<file path="src/rtl/sample_timing_pkg.sv">
// constants, field layouts and state carriers for the sample timing and channel select block
// assumes a classic wishbone slave with 32-bit data; registers sit in the low byte of each word
// Summary of operation
// controller drives pixel_sync_pulse high for exactly one clock, once per pixel
// sample taken on first clock edge after pixel_sync_pulse returns low
// when edge detect enabled, chosen pin edge makes an internal sync pulse
// internal sync pulse delayed by sync_delay_count clocks; zero adds nothing
// with edge detect on, sampling follows the internal pulse, not the pin
// internal sync pulse is exactly one clock wide
// without selective power-down, global enable powers everything down or up
// with selective power-down, only blocks with mask bit high are disabled
// power-down keeps register values and the register interface working
// line-sequential colour powers down green and blue channels and gain stages
// line-sequential colour forces monochrome through the red channel
// monochrome samples only the input chosen by mono_input_select, bits 7:6
// auto-cycle advances on first clock edge after the pulse pin goes high
// no force, no auto-cycle: all muxes from colour_select_internal
// no force, auto-cycle: all muxes cycle red, green, blue together
// force, no auto-cycle: input from force field, offset/gain internal field
// force, auto-cycle: input from force field, offset/gain cycle per pulse
// mode 1 samples three inputs in parallel at 6:1; config 03 or 01 hex
// single-input modes use 6:1, 3:1, 2:1; mode 4 forbids correlated sampling
// slow modes need an even clock ratio of at least eight
// fast_single_mode_sel set only in mode 4
package sample_timing_pkg;
  // register word addresses, byte address bits 7:2
  localparam logic [5:0] ADDR_SETUP1 = 6'h01;
  localparam logic [5:0] ADDR_SETUP3 = 6'h03;
  localparam logic [5:0] ADDR_ACYC_RST = 6'h05;
  localparam logic [5:0] ADDR_SETUP4 = 6'h06;
  localparam logic [5:0] ADDR_SETUP5 = 6'h08;
  localparam logic [5:0] ADDR_SETUP6 = 6'h09;
  localparam logic [5:0] ADDR_STATUS = 6'h0d;
  // reset values
  localparam logic [7:0] RST_SETUP1 = 8'h03;
  localparam logic [7:0] RST_SETUP3 = 8'h1f;
  localparam logic [7:0] RST_ZERO = 8'h00;
  // setup_config_1 fields
  localparam int S1_EN = 0;
  localparam int S1_CDS = 1;
  localparam int S1_MONO = 2;
  localparam int S1_SELECTIVE_POWERDOWN_EN = 3;
  localparam int S1_FAST = 6;
  // setup_config_3 fields
  localparam int S3_CHAN_LO = 6;
  // setup_config_4 fields
  localparam int S4_LINE = 0;
  localparam int S4_ACYC = 1;
  localparam int S4_FME = 2;
  localparam int S4_INTM_LO = 4;
  localparam int S4_FM_LO = 6;
  // setup_config_5 fields
  localparam int S5_DET = 0;
  localparam int S5_DEL_LO = 1;
  localparam int S5_POL = 4;
  // write masks for setup_config_5, setup_config_6 and setup_config_1
  localparam logic [7:0] S5_MASK = 8'h1f;
  localparam logic [7:0] S6_MASK = 8'h0f;
  localparam logic [7:0] S1_MASK = 8'h7f;
  // colour codes
  localparam logic [1:0] COL_RED = 2'h0;
  localparam logic [1:0] COL_GREEN = 2'h1;
  localparam logic [1:0] COL_BLUE = 2'h2;
  // power block indices: red, green, blue channels, converter
  localparam int NBLK = 4;
  localparam logic [3:0] GB_BLOCKS = 4'h6;
  localparam logic [2:0] DEL_ZERO = 3'h0;

  // sync pipeline states, gray along idle, delay, fire
  typedef enum logic [1:0] {
    SYN_IDLE = 2'b00,
    SYN_WAIT = 2'b01,
    SYN_FIRE = 2'b11
  } sync_state_t;

  typedef struct packed {
    logic [7:0] setup1;
    logic [7:0] setup3;
    logic [7:0] setup4;
    logic [7:0] setup5;
    logic [7:0] setup6;
  } cfg_t;

  typedef struct packed {
    cfg_t cfg;
    sync_state_t sst;
    logic [2:0] dcnt;
    logic pin_q;
    logic pulse;
    logic sync_prev;
    logic sample;
    logic acyc_prev;
    logic [1:0] cyc_col;
    logic ack;
    logic [31:0] rdat;
    logic [1:0] in_sel;
    logic [1:0] og_sel;
    logic mono;
    logic [3:0] pwr_dn;
  } state_t;

  typedef struct packed {
    logic [1:0] input_sel;
    logic [1:0] offset_gain_sel;
    logic mono;
    logic parallel_sample;
    logic [3:0] power_down;
  } chan_ctrl_t;
endpackage : sample_timing_pkg

</file>
<file path="src/rtl/sample_timing_ctrl.sv">
// sample timing, sync edge detect, channel selection and power gating
// assumes pins are synchronous to clk_i and a classic wishbone master on the register side
`timescale 1ns/100ps
module sample_timing_ctrl (
  input wire logic clk_i,
  input wire logic sys_rst_i,
  input wire logic clk_en_i,
  input wire logic pixel_sync_pulse_i,
  input wire logic autocycle_pulse_pin_i,
  input wire logic wb_cyc_i,
  input wire logic wb_stb_i,
  input wire logic wb_we_i,
  input wire logic [7:0] wb_adr_i,
  input wire logic [3:0] wb_sel_i,
  input wire logic [31:0] wb_dat_i,
  output logic [31:0] wb_dat_o,
  output logic wb_ack_o,
  output logic sample_strobe_o,
  output sample_timing_pkg::chan_ctrl_t chan_o
);

  sample_timing_pkg::state_t s_q;
  sample_timing_pkg::state_t s_d;
  logic req;
  logic wr;
  logic [5:0] widx;
  logic edge_seen;
  logic sync_src;
  logic acyc_adv;
  logic [1:0] next_col;

  ////////////////////////////////////////////////////////////////////////////
  // bus decode and event terms
  assign req = wb_cyc_i && wb_stb_i && !s_q.ack;
  assign wr = req && wb_we_i && wb_sel_i[0];
  assign widx = wb_adr_i[7:2];
  // edge on the registered pin copy, polarity picked by config
  assign edge_seen = s_q.cfg.setup5[sample_timing_pkg::S5_POL]
                     ? (pixel_sync_pulse_i && !s_q.pin_q)
                     : (!pixel_sync_pulse_i && s_q.pin_q);
  // internal pulse replaces the pin when detection is on
  assign sync_src = s_q.cfg.setup5[sample_timing_pkg::S5_DET]
                    ? s_q.pulse : pixel_sync_pulse_i;
  assign acyc_adv = autocycle_pulse_pin_i && !s_q.acyc_prev;
  assign next_col = (s_q.cyc_col == sample_timing_pkg::COL_BLUE)
                    ? sample_timing_pkg::COL_RED : s_q.cyc_col + 2'h1;

  ////////////////////////////////////////////////////////////////////////////
  // next state
  always_comb
  begin
    logic [2:0] del;
    logic line;
    logic [3:0] pd;
    s_d = s_q;
    del = s_q.cfg.setup5[sample_timing_pkg::S5_DEL_LO +: 3];
    line = s_q.cfg.setup4[sample_timing_pkg::S4_LINE];
    pd = '0;
    // register writes; power-down never touches these, so values persist
    s_d.ack = req;
    if (wr)
    begin
      case (widx)
        sample_timing_pkg::ADDR_SETUP1:
          s_d.cfg.setup1 = wb_dat_i[7:0] & sample_timing_pkg::S1_MASK;
        sample_timing_pkg::ADDR_SETUP3: s_d.cfg.setup3 = wb_dat_i[7:0];
        sample_timing_pkg::ADDR_SETUP4: s_d.cfg.setup4 = wb_dat_i[7:0];
        sample_timing_pkg::ADDR_SETUP5:
          s_d.cfg.setup5 = wb_dat_i[7:0] & sample_timing_pkg::S5_MASK;
        sample_timing_pkg::ADDR_SETUP6:
          s_d.cfg.setup6 = wb_dat_i[7:0] & sample_timing_pkg::S6_MASK;
        default: s_d.cfg = s_q.cfg;
      endcase
    end
    // read data, unmapped words read zero
    s_d.rdat = '0;
    if (req && !wb_we_i)
    begin
      case (widx)
        sample_timing_pkg::ADDR_SETUP1: s_d.rdat[7:0] = s_q.cfg.setup1;
        sample_timing_pkg::ADDR_SETUP3: s_d.rdat[7:0] = s_q.cfg.setup3;
        sample_timing_pkg::ADDR_SETUP4: s_d.rdat[7:0] = s_q.cfg.setup4;
        sample_timing_pkg::ADDR_SETUP5: s_d.rdat[7:0] = s_q.cfg.setup5;
        sample_timing_pkg::ADDR_SETUP6: s_d.rdat[7:0] = s_q.cfg.setup6;
        sample_timing_pkg::ADDR_STATUS:
          s_d.rdat[7:0] = {s_q.pwr_dn, s_q.og_sel, s_q.in_sel};
        default: s_d.rdat = '0;
      endcase
    end

    // edge detect and delay pipeline; a new edge during a delay is dropped
    s_d.pin_q = pixel_sync_pulse_i;
    s_d.pulse = 1'b0;
    case (s_q.sst)
      sample_timing_pkg::SYN_IDLE:
      begin
        if (s_q.cfg.setup5[sample_timing_pkg::S5_DET] && edge_seen)
        begin
          if (del == sample_timing_pkg::DEL_ZERO)
          begin
            s_d.pulse = 1'b1;
            s_d.sst = sample_timing_pkg::SYN_FIRE;
          end
          else
          begin
            s_d.dcnt = del - 3'h1;
            s_d.sst = sample_timing_pkg::SYN_WAIT;
          end
        end
      end
      sample_timing_pkg::SYN_WAIT:
      begin
        if (s_q.dcnt == sample_timing_pkg::DEL_ZERO)
        begin
          s_d.pulse = 1'b1;
          s_d.sst = sample_timing_pkg::SYN_FIRE;
        end
        else
        begin
          s_d.dcnt = s_q.dcnt - 3'h1;
        end
      end
      sample_timing_pkg::SYN_FIRE: s_d.sst = sample_timing_pkg::SYN_IDLE;
      default: s_d.sst = sample_timing_pkg::SYN_IDLE;
    endcase

    // sample strobe on the first edge after the sync falls
    s_d.sync_prev = sync_src;
    s_d.sample = s_q.sync_prev && !sync_src;

    // auto-cycle colour counter, restart via its reset word
    s_d.acyc_prev = autocycle_pulse_pin_i;
    if (wr && widx == sample_timing_pkg::ADDR_ACYC_RST)
      s_d.cyc_col = sample_timing_pkg::COL_RED;
    else if (s_q.cfg.setup4[sample_timing_pkg::S4_ACYC] && acyc_adv)
      s_d.cyc_col = next_col;

    // channel mux selection table
    case ({s_q.cfg.setup4[sample_timing_pkg::S4_FME],
           s_q.cfg.setup4[sample_timing_pkg::S4_ACYC]})
      2'b00:
      begin
        s_d.in_sel = s_q.cfg.setup4[sample_timing_pkg::S4_INTM_LO +: 2];
        s_d.og_sel = s_q.cfg.setup4[sample_timing_pkg::S4_INTM_LO +: 2];
      end
      2'b01:
      begin
        s_d.in_sel = s_d.cyc_col;
        s_d.og_sel = s_d.cyc_col;
      end
      2'b10:
      begin
        s_d.in_sel = s_q.cfg.setup4[sample_timing_pkg::S4_FM_LO +: 2];
        s_d.og_sel = s_q.cfg.setup4[sample_timing_pkg::S4_INTM_LO +: 2];
      end
      default:
      begin
        s_d.in_sel = s_q.cfg.setup4[sample_timing_pkg::S4_FM_LO +: 2];
        s_d.og_sel = s_d.cyc_col;
      end
    endcase
    // outside line mode, mono input comes from setup3 bits 7:6
    if (!line)
      s_d.in_sel = s_q.cfg.setup3[sample_timing_pkg::S3_CHAN_LO +: 2];
    s_d.mono = line || s_q.cfg.setup1[sample_timing_pkg::S1_MONO];

    // power-down per block
    if (s_q.cfg.setup1[sample_timing_pkg::S1_SELECTIVE_POWERDOWN_EN])
      pd = s_q.cfg.setup6[3:0];
    else
      pd = {sample_timing_pkg::NBLK{!s_q.cfg.setup1[sample_timing_pkg::S1_EN]}};
    if (line)
      pd = pd | sample_timing_pkg::GB_BLOCKS;
    s_d.pwr_dn = pd;
  end

  ////////////////////////////////////////////////////////////////////////////
  // state register; clock enable freezes everything
  always_ff @(posedge clk_i)
  begin
    if (sys_rst_i)
    begin
      s_q <= '0;
      s_q.cfg.setup1 <= sample_timing_pkg::RST_SETUP1;
      s_q.cfg.setup3 <= sample_timing_pkg::RST_SETUP3;
      s_q.sst <= sample_timing_pkg::SYN_IDLE;
    end
    else if (clk_en_i)
    begin
      s_q <= s_d;
    end
  end

  ////////////////////////////////////////////////////////////////////////////
  // outputs; correlated sampling and ratio choice are software's job
  assign wb_ack_o = s_q.ack;
  assign wb_dat_o = s_q.rdat;
  assign sample_strobe_o = s_q.sample;
  assign chan_o.input_sel = s_q.in_sel;
  assign chan_o.offset_gain_sel = s_q.og_sel;
  assign chan_o.mono = s_q.mono;
  assign chan_o.parallel_sample = !s_q.mono;
  assign chan_o.power_down = s_q.pwr_dn;
endmodule : sample_timing_ctrl

</file>
<file path="config.mk">
export PLATFORM = sky130hd
export DESIGN_NAME = sample_timing_ctrl
export DESIGN_NICKNAME = d
export VERILOG_FILES = /design/src/rtl/sample_timing_pkg.sv /design/src/rtl/sample_timing_ctrl.sv
export SDC_FILE = /design/constraint.sdc
export NUM_CORES = 1
export LEC_CHECK = 0
export CAP_MARGIN = 20
export CORE_MARGIN = 2
export CORE_UTILIZATION = 50
export DETAILED_ROUTE_END_ITERATION = 10
export DONT_BUFFER_PORTS = 1
export HOLD_SLACK_MARGIN = 0.02
export PLACE_DENSITY_LB_ADDON = 0.05
export SLEW_MARGIN = 20
export SYNTH_ARGS = -nofsm -noshare
export SYNTH_HDL_FRONTEND = slang
export SYNTH_SLANG_ARGS = --single-unit
</file>
<file path="constraint.sdc">
create_clock -name clk_i -period 3.3 [get_ports clk_i]
set_clock_uncertainty 0.1 [all_clocks]
set_input_delay 0 -clock clk_i [delete_from_list [all_inputs] [get_ports clk_i]]
set_output_delay 0 -clock clk_i [all_outputs]
set_load 0.02 [all_outputs]
</file>
==> results by stage <==
Placement:
- In this run the tool buffered the top-level ports with 0 buffer cells.
- The final weighted congestion of routability-driven global placement is around 0.86.
- The standard cell area after detailed placement is approximately 3000 µm².
- The half-perimeter wire length after placement is roughly 5000 µm.
- At the placement stage, the worst setup path has a slack of about 1.1 ns.

Worst setup path:
- In this run the critical register-to-register path is captured at wb_dat_o[5]$_SDFFE_PP0P_.
- The arrival time of data at the critical path endpoint is about 3.1 ns.
- The worst setup path is captured at a register.
- The reg2reg setup slack is around 0.36 ns.
- The worst setup path is launched from a register.
- The highest net fanout along the worst path is 4.
- The required time of the critical path is between 3 and 4 ns.
- The critical path in this run is classified as register to register.
- The most critical setup path has its startpoint at wb_ack_o$_SDFFE_PP0P_.
- The depth of the worst register-to-register path is 7.
- The startpoint of the worst-slack reg-to-reg timing path is wb_ack_o$_SDFFE_PP0P_.

Logic synthesis:
- The total number of yosys warnings is 0.
- The number of cells produced by synthesis is between 300 and 400.
- After synthesis, the largest family of logic cells by area is simple AND/OR/NAND/NOR gates.
- Of the total synthesized cell area, the portion taken by AND, OR, NAND and NOR gates is 0.2169.
- The post-synthesis average cell area is 9.308 µm².
- The post-synthesis compound-gate area fraction is 0.1532.
- The number of flops mapped to enable cells by yosys is 0.
- Of the synthesized area, sequential elements account for 0.3877.
- The proportion of register bits with asynchronous set or reset after synthesis is 0.
- The cell accounting for the most synthesized area is sky130_fd_sc_hd__dfxtp_1.
- Synthesis inferred between 60 and 70 register bits.
- The number of distinct library cells after synthesis is 51.
- The share of the synthesized area in the top cell type is 0.3877.
- Ranked by total cell area, the synthesized netlist is headed by sky130_fd_sc_hd__dfxtp_1, sky130_fd_sc_hd__mux2i_1, sky130_fd_sc_hd__buf_4, sky130_fd_sc_hd__nor2_1, sky130_fd_sc_hd__a222oi_1.
- After synthesis the cells add up to 3202 µm².
- The most used flip-flop cell after synthesis is sky130_fd_sc_hd__dfxtp_1.
- Of the total synthesized cell area, the portion taken by full adders, half adders and majority gates is 0.003908.
- The xor and xnor area share after synthesis is 0.
- Of the post-synthesis cell area, the part taken by muxes is 0.1094.

STA:
- For the pin with the worst max-slew slack, the measured transition is around 1.1 ns.
- The number of setup violations in the final report is 0.
- Once routing completed, OpenROAD measured the worst setup slack at 0.3617 ns.
- The clock period minus worst slack is between 2 and 3 ns.
- The final count of pins violating max slew is 0.
- Setup repair after global routing left no endpoint under its margin.
- On the final layout, the worst hold slack is just over 0.04 ns.
- The tightest slew margin relative to the limit is 0.2874.
- The highest attainable clock frequency is around 340 MHz.
- The number of endpoints with negative hold slack in the final report was 0.
- The portion of the clock cycle consumed by the worst path in the final layout is 0.8904.
- Setup total negative slack on the finished layout was measured at 0 ns.

Hold path:
- Counting instances, the worst hold path has a depth of 5.
- The class of the most critical hold timing path is primary input to register.
- The launch point of the worst hold path is wb_we_i.
- The endpoint with the worst hold slack is s_q[43]$_SDFFE_PP0P_.

Job:
- The number of max-capacitance violations reported is 0.

Clocking:
- The clock tree from TritonCTS is built.
- The CTS sink count is between 60 and 70.
- The number of clock buffers added by TritonCTS is 9.
- Clock tree synthesis selected as its root buffer the cell sky130_fd_sc_hd__clkbuf_8.
- The latest clock arrival within the worst-skew pair is 0.34 ns.
- The H-tree was split into 3 levels.
- The number of buffers between clock root and the deepest sink is 2.
- The clock input transition at the sequential cells of the worst setup and hold paths is roughly 0.070 ns.
- The number of post-CTS setup repair buffers is 0.

Layout:
- In the final layout, flip-flops and latches occupy 1241 µm².
- The number of inserted diodes is 0.
- Summing all multi-input logic gate instances after layout gives roughly 1600 µm².
- The area added between synthesis and finish is 6.565%.
- The final net count is a little under 400.
- The ratio of cells with drive above 1 in the final layout is 0.08671.
- Counting the fill cells in the layout gives 583.
- The post-route cell area is 3412 µm².

Drt:
- The number of vias after detailed routing is roughly 2400.
- The first-pass detailed-route iteration total is 4.
- The number of nets with antenna violations after routing is 0.
- After detailed routing, the total wire length is ~7400 µm.
- The routed via count divided by cell count is roughly 5.6.
- The number of DRC violations after detailed routing is 0.
- Dividing the detail-routed wire length by the instance count gives about 17 µm.
- The detailed router finished its first iteration with roughly 170 violations.

Floorplan:
- The floorplan has 29 rows.
- The overall die width is roughly 84 µm.
- The effective utilization at floorplan is 0.5101.
- The height of the chip is approximately 84 µm.
- The I/O pin total is 96.
- The die covers 7059 µm².
- The core region is 6277 µm².

Pwr:
- The cell area power density is between 400 and 500 nW/µm².
- The leakage power figure is 0.001226 µW.
- After layout, the design draws a total of 1538 µW.
- The worst voltage drop across the vdd grid is between 0.2 and 0.3 mV.

Global routing:
- The via count of the first global-routing pass is 2228.
- The wire length of the first global-routing pass is about 12000 µm.
- Summed over all layers, the global routing overflow is 0.
- Entering global routing, the biggest net connects around 60 pins.
- Across every metal layer, demand over resource in global routing totals 0.2206.
- The initial antenna violation count is 0.

Status:
- The run finished with clean final reports.
==> per-stage QoR <==
| step | utilization | std cells |
|---|---|---|
| 2_1_floorplan | - | 367 |
| 3_3_place_gp | 0.4758 | 387 |
| 3_5_place_dp | 0.4758 | 387 |
| 4_1_cts | 0.5436 | 423 |
| 5_1_grt | 0.5436 | 423 |
| 6_report | 0.5436 | 423 |
==> timing repair <==
item | 4_1_cts | 5_1_grt
endpoints found under the setup margin | 0 | 0
resized for setup | 0 | 0
hold buffers | 20 | 0
hold endpoints to repair | 62 | 0
==> placed cells by master (no fill, tap or decap), drive strengths merged, types with 3 or more instances in the layout <==
master / n
a311oi: 3
inv: 4
a21oi: 12
a222oi: 12
dfxtp: 62
clkinvlp: 4
nand2b: 16
clkbuf: 9
nor2b: 10
mux2i: 35
nor3: 8
nor2: 51
dlygate4sd3: 18
nand3b: 4
a211oi: 9
conb: 24
nand2: 15
a22o: 4
a211o: 7
==> sequential cells by signal, summed over array words and instances (netlist names) <==
| name | count |
|---|---|
| wb_dat_o | 8 |
| s_q | 43 |
| chan_o | 9 |
| sample_strobe_o | 1 |
| wb_ack_o | 1 |
==> critical path: stages, from the launching register on <==
cell and delay (ns):
sky130_fd_sc_hd__dfxtp_1 0.39, sky130_fd_sc_hd__nand4b_1 0.31, sky130_fd_sc_hd__nor4_1 0.21, sky130_fd_sc_hd__dlygate4sd3_1 0.59, sky130_fd_sc_hd__o21a_1 0.24, sky130_fd_sc_hd__a21bo_1 0.28, sky130_fd_sc_hd__a21oi_1 0.18, sky130_fd_sc_hd__dlygate4sd3_1 0.59
==> cell usage after synthesis (7+ instances only) <==
master / instances
sky130_fd_sc_hd__dfxtp_1: 62
sky130_fd_sc_hd__nor2_1: 51
sky130_fd_sc_hd__buf_4: 42
sky130_fd_sc_hd__mux2i_1: 35
sky130_fd_sc_hd__nand2b_1: 16
sky130_fd_sc_hd__nand2_1: 15
sky130_fd_sc_hd__a21oi_1: 12
sky130_fd_sc_hd__a222oi_1: 12
sky130_fd_sc_hd__clkbuf_1: 10
sky130_fd_sc_hd__nor2b_1: 10
sky130_fd_sc_hd__a211oi_1: 9
sky130_fd_sc_hd__a211o_1: 7
==> kinds of logic after synthesis <==
| kind of cell | Yosys count |
|---|---|
| flops | 62 |
| buf+inv | 60 |
| compound gates | 62 |
| simple gates | 123 |
| mux | 35 |
| other cells | 1 |
| fa+ha+maj | 1 |
==> metal layers <==
layer  track usage  share of wire  routed length, µm
met1        0.2904           0.44               3249
met5             0              0                  0
met4       0.09531          0.012                 90
met3       0.07913          0.075                549
met2        0.3247           0.47               3469
==> worst max path at each step <==
stage	endpoint	depth (start not counted)
final	wb_dat_o[5]$_SDFFE_PP0P_	7
after global routing	wb_dat_o[5]$_SDFFE_PP0P_	7
after CTS	wb_dat_o[5]$_SDFFE_PP0P_	7
after detailed placement	s_q[75]$_SDFFE_PP0P_	5
after global placement	s_q[75]$_SDFFE_PP0P_	5
after floorplan	s_q[81]$_SDFFE_PP1P_	6
==> report_power, final <==
| part | internal [µW] | switching [µW] |
|---|---|---|
| Clock | 349 | 311 |
| Combinational | 35.2 | 70.1 |
| Sequential | 757 | 15.7 |
| Total | 1140 | 397 |
==> cell type report <==
| class | count | share of cell area |
|---|---|---|
| clock buffer | 9 | 0.03630 |
| clock inverter | 7 | 0.02164 |
| inverter | 3 | 0.003300 |
| multi-input combinational | 245 | 0.4800 |
| sequential | 62 | 0.3638 |
| tap | 77 | 0.02824 |
| timing repair buffer | 20 | 0.06674 |
(Power assumes the default switching activity.)
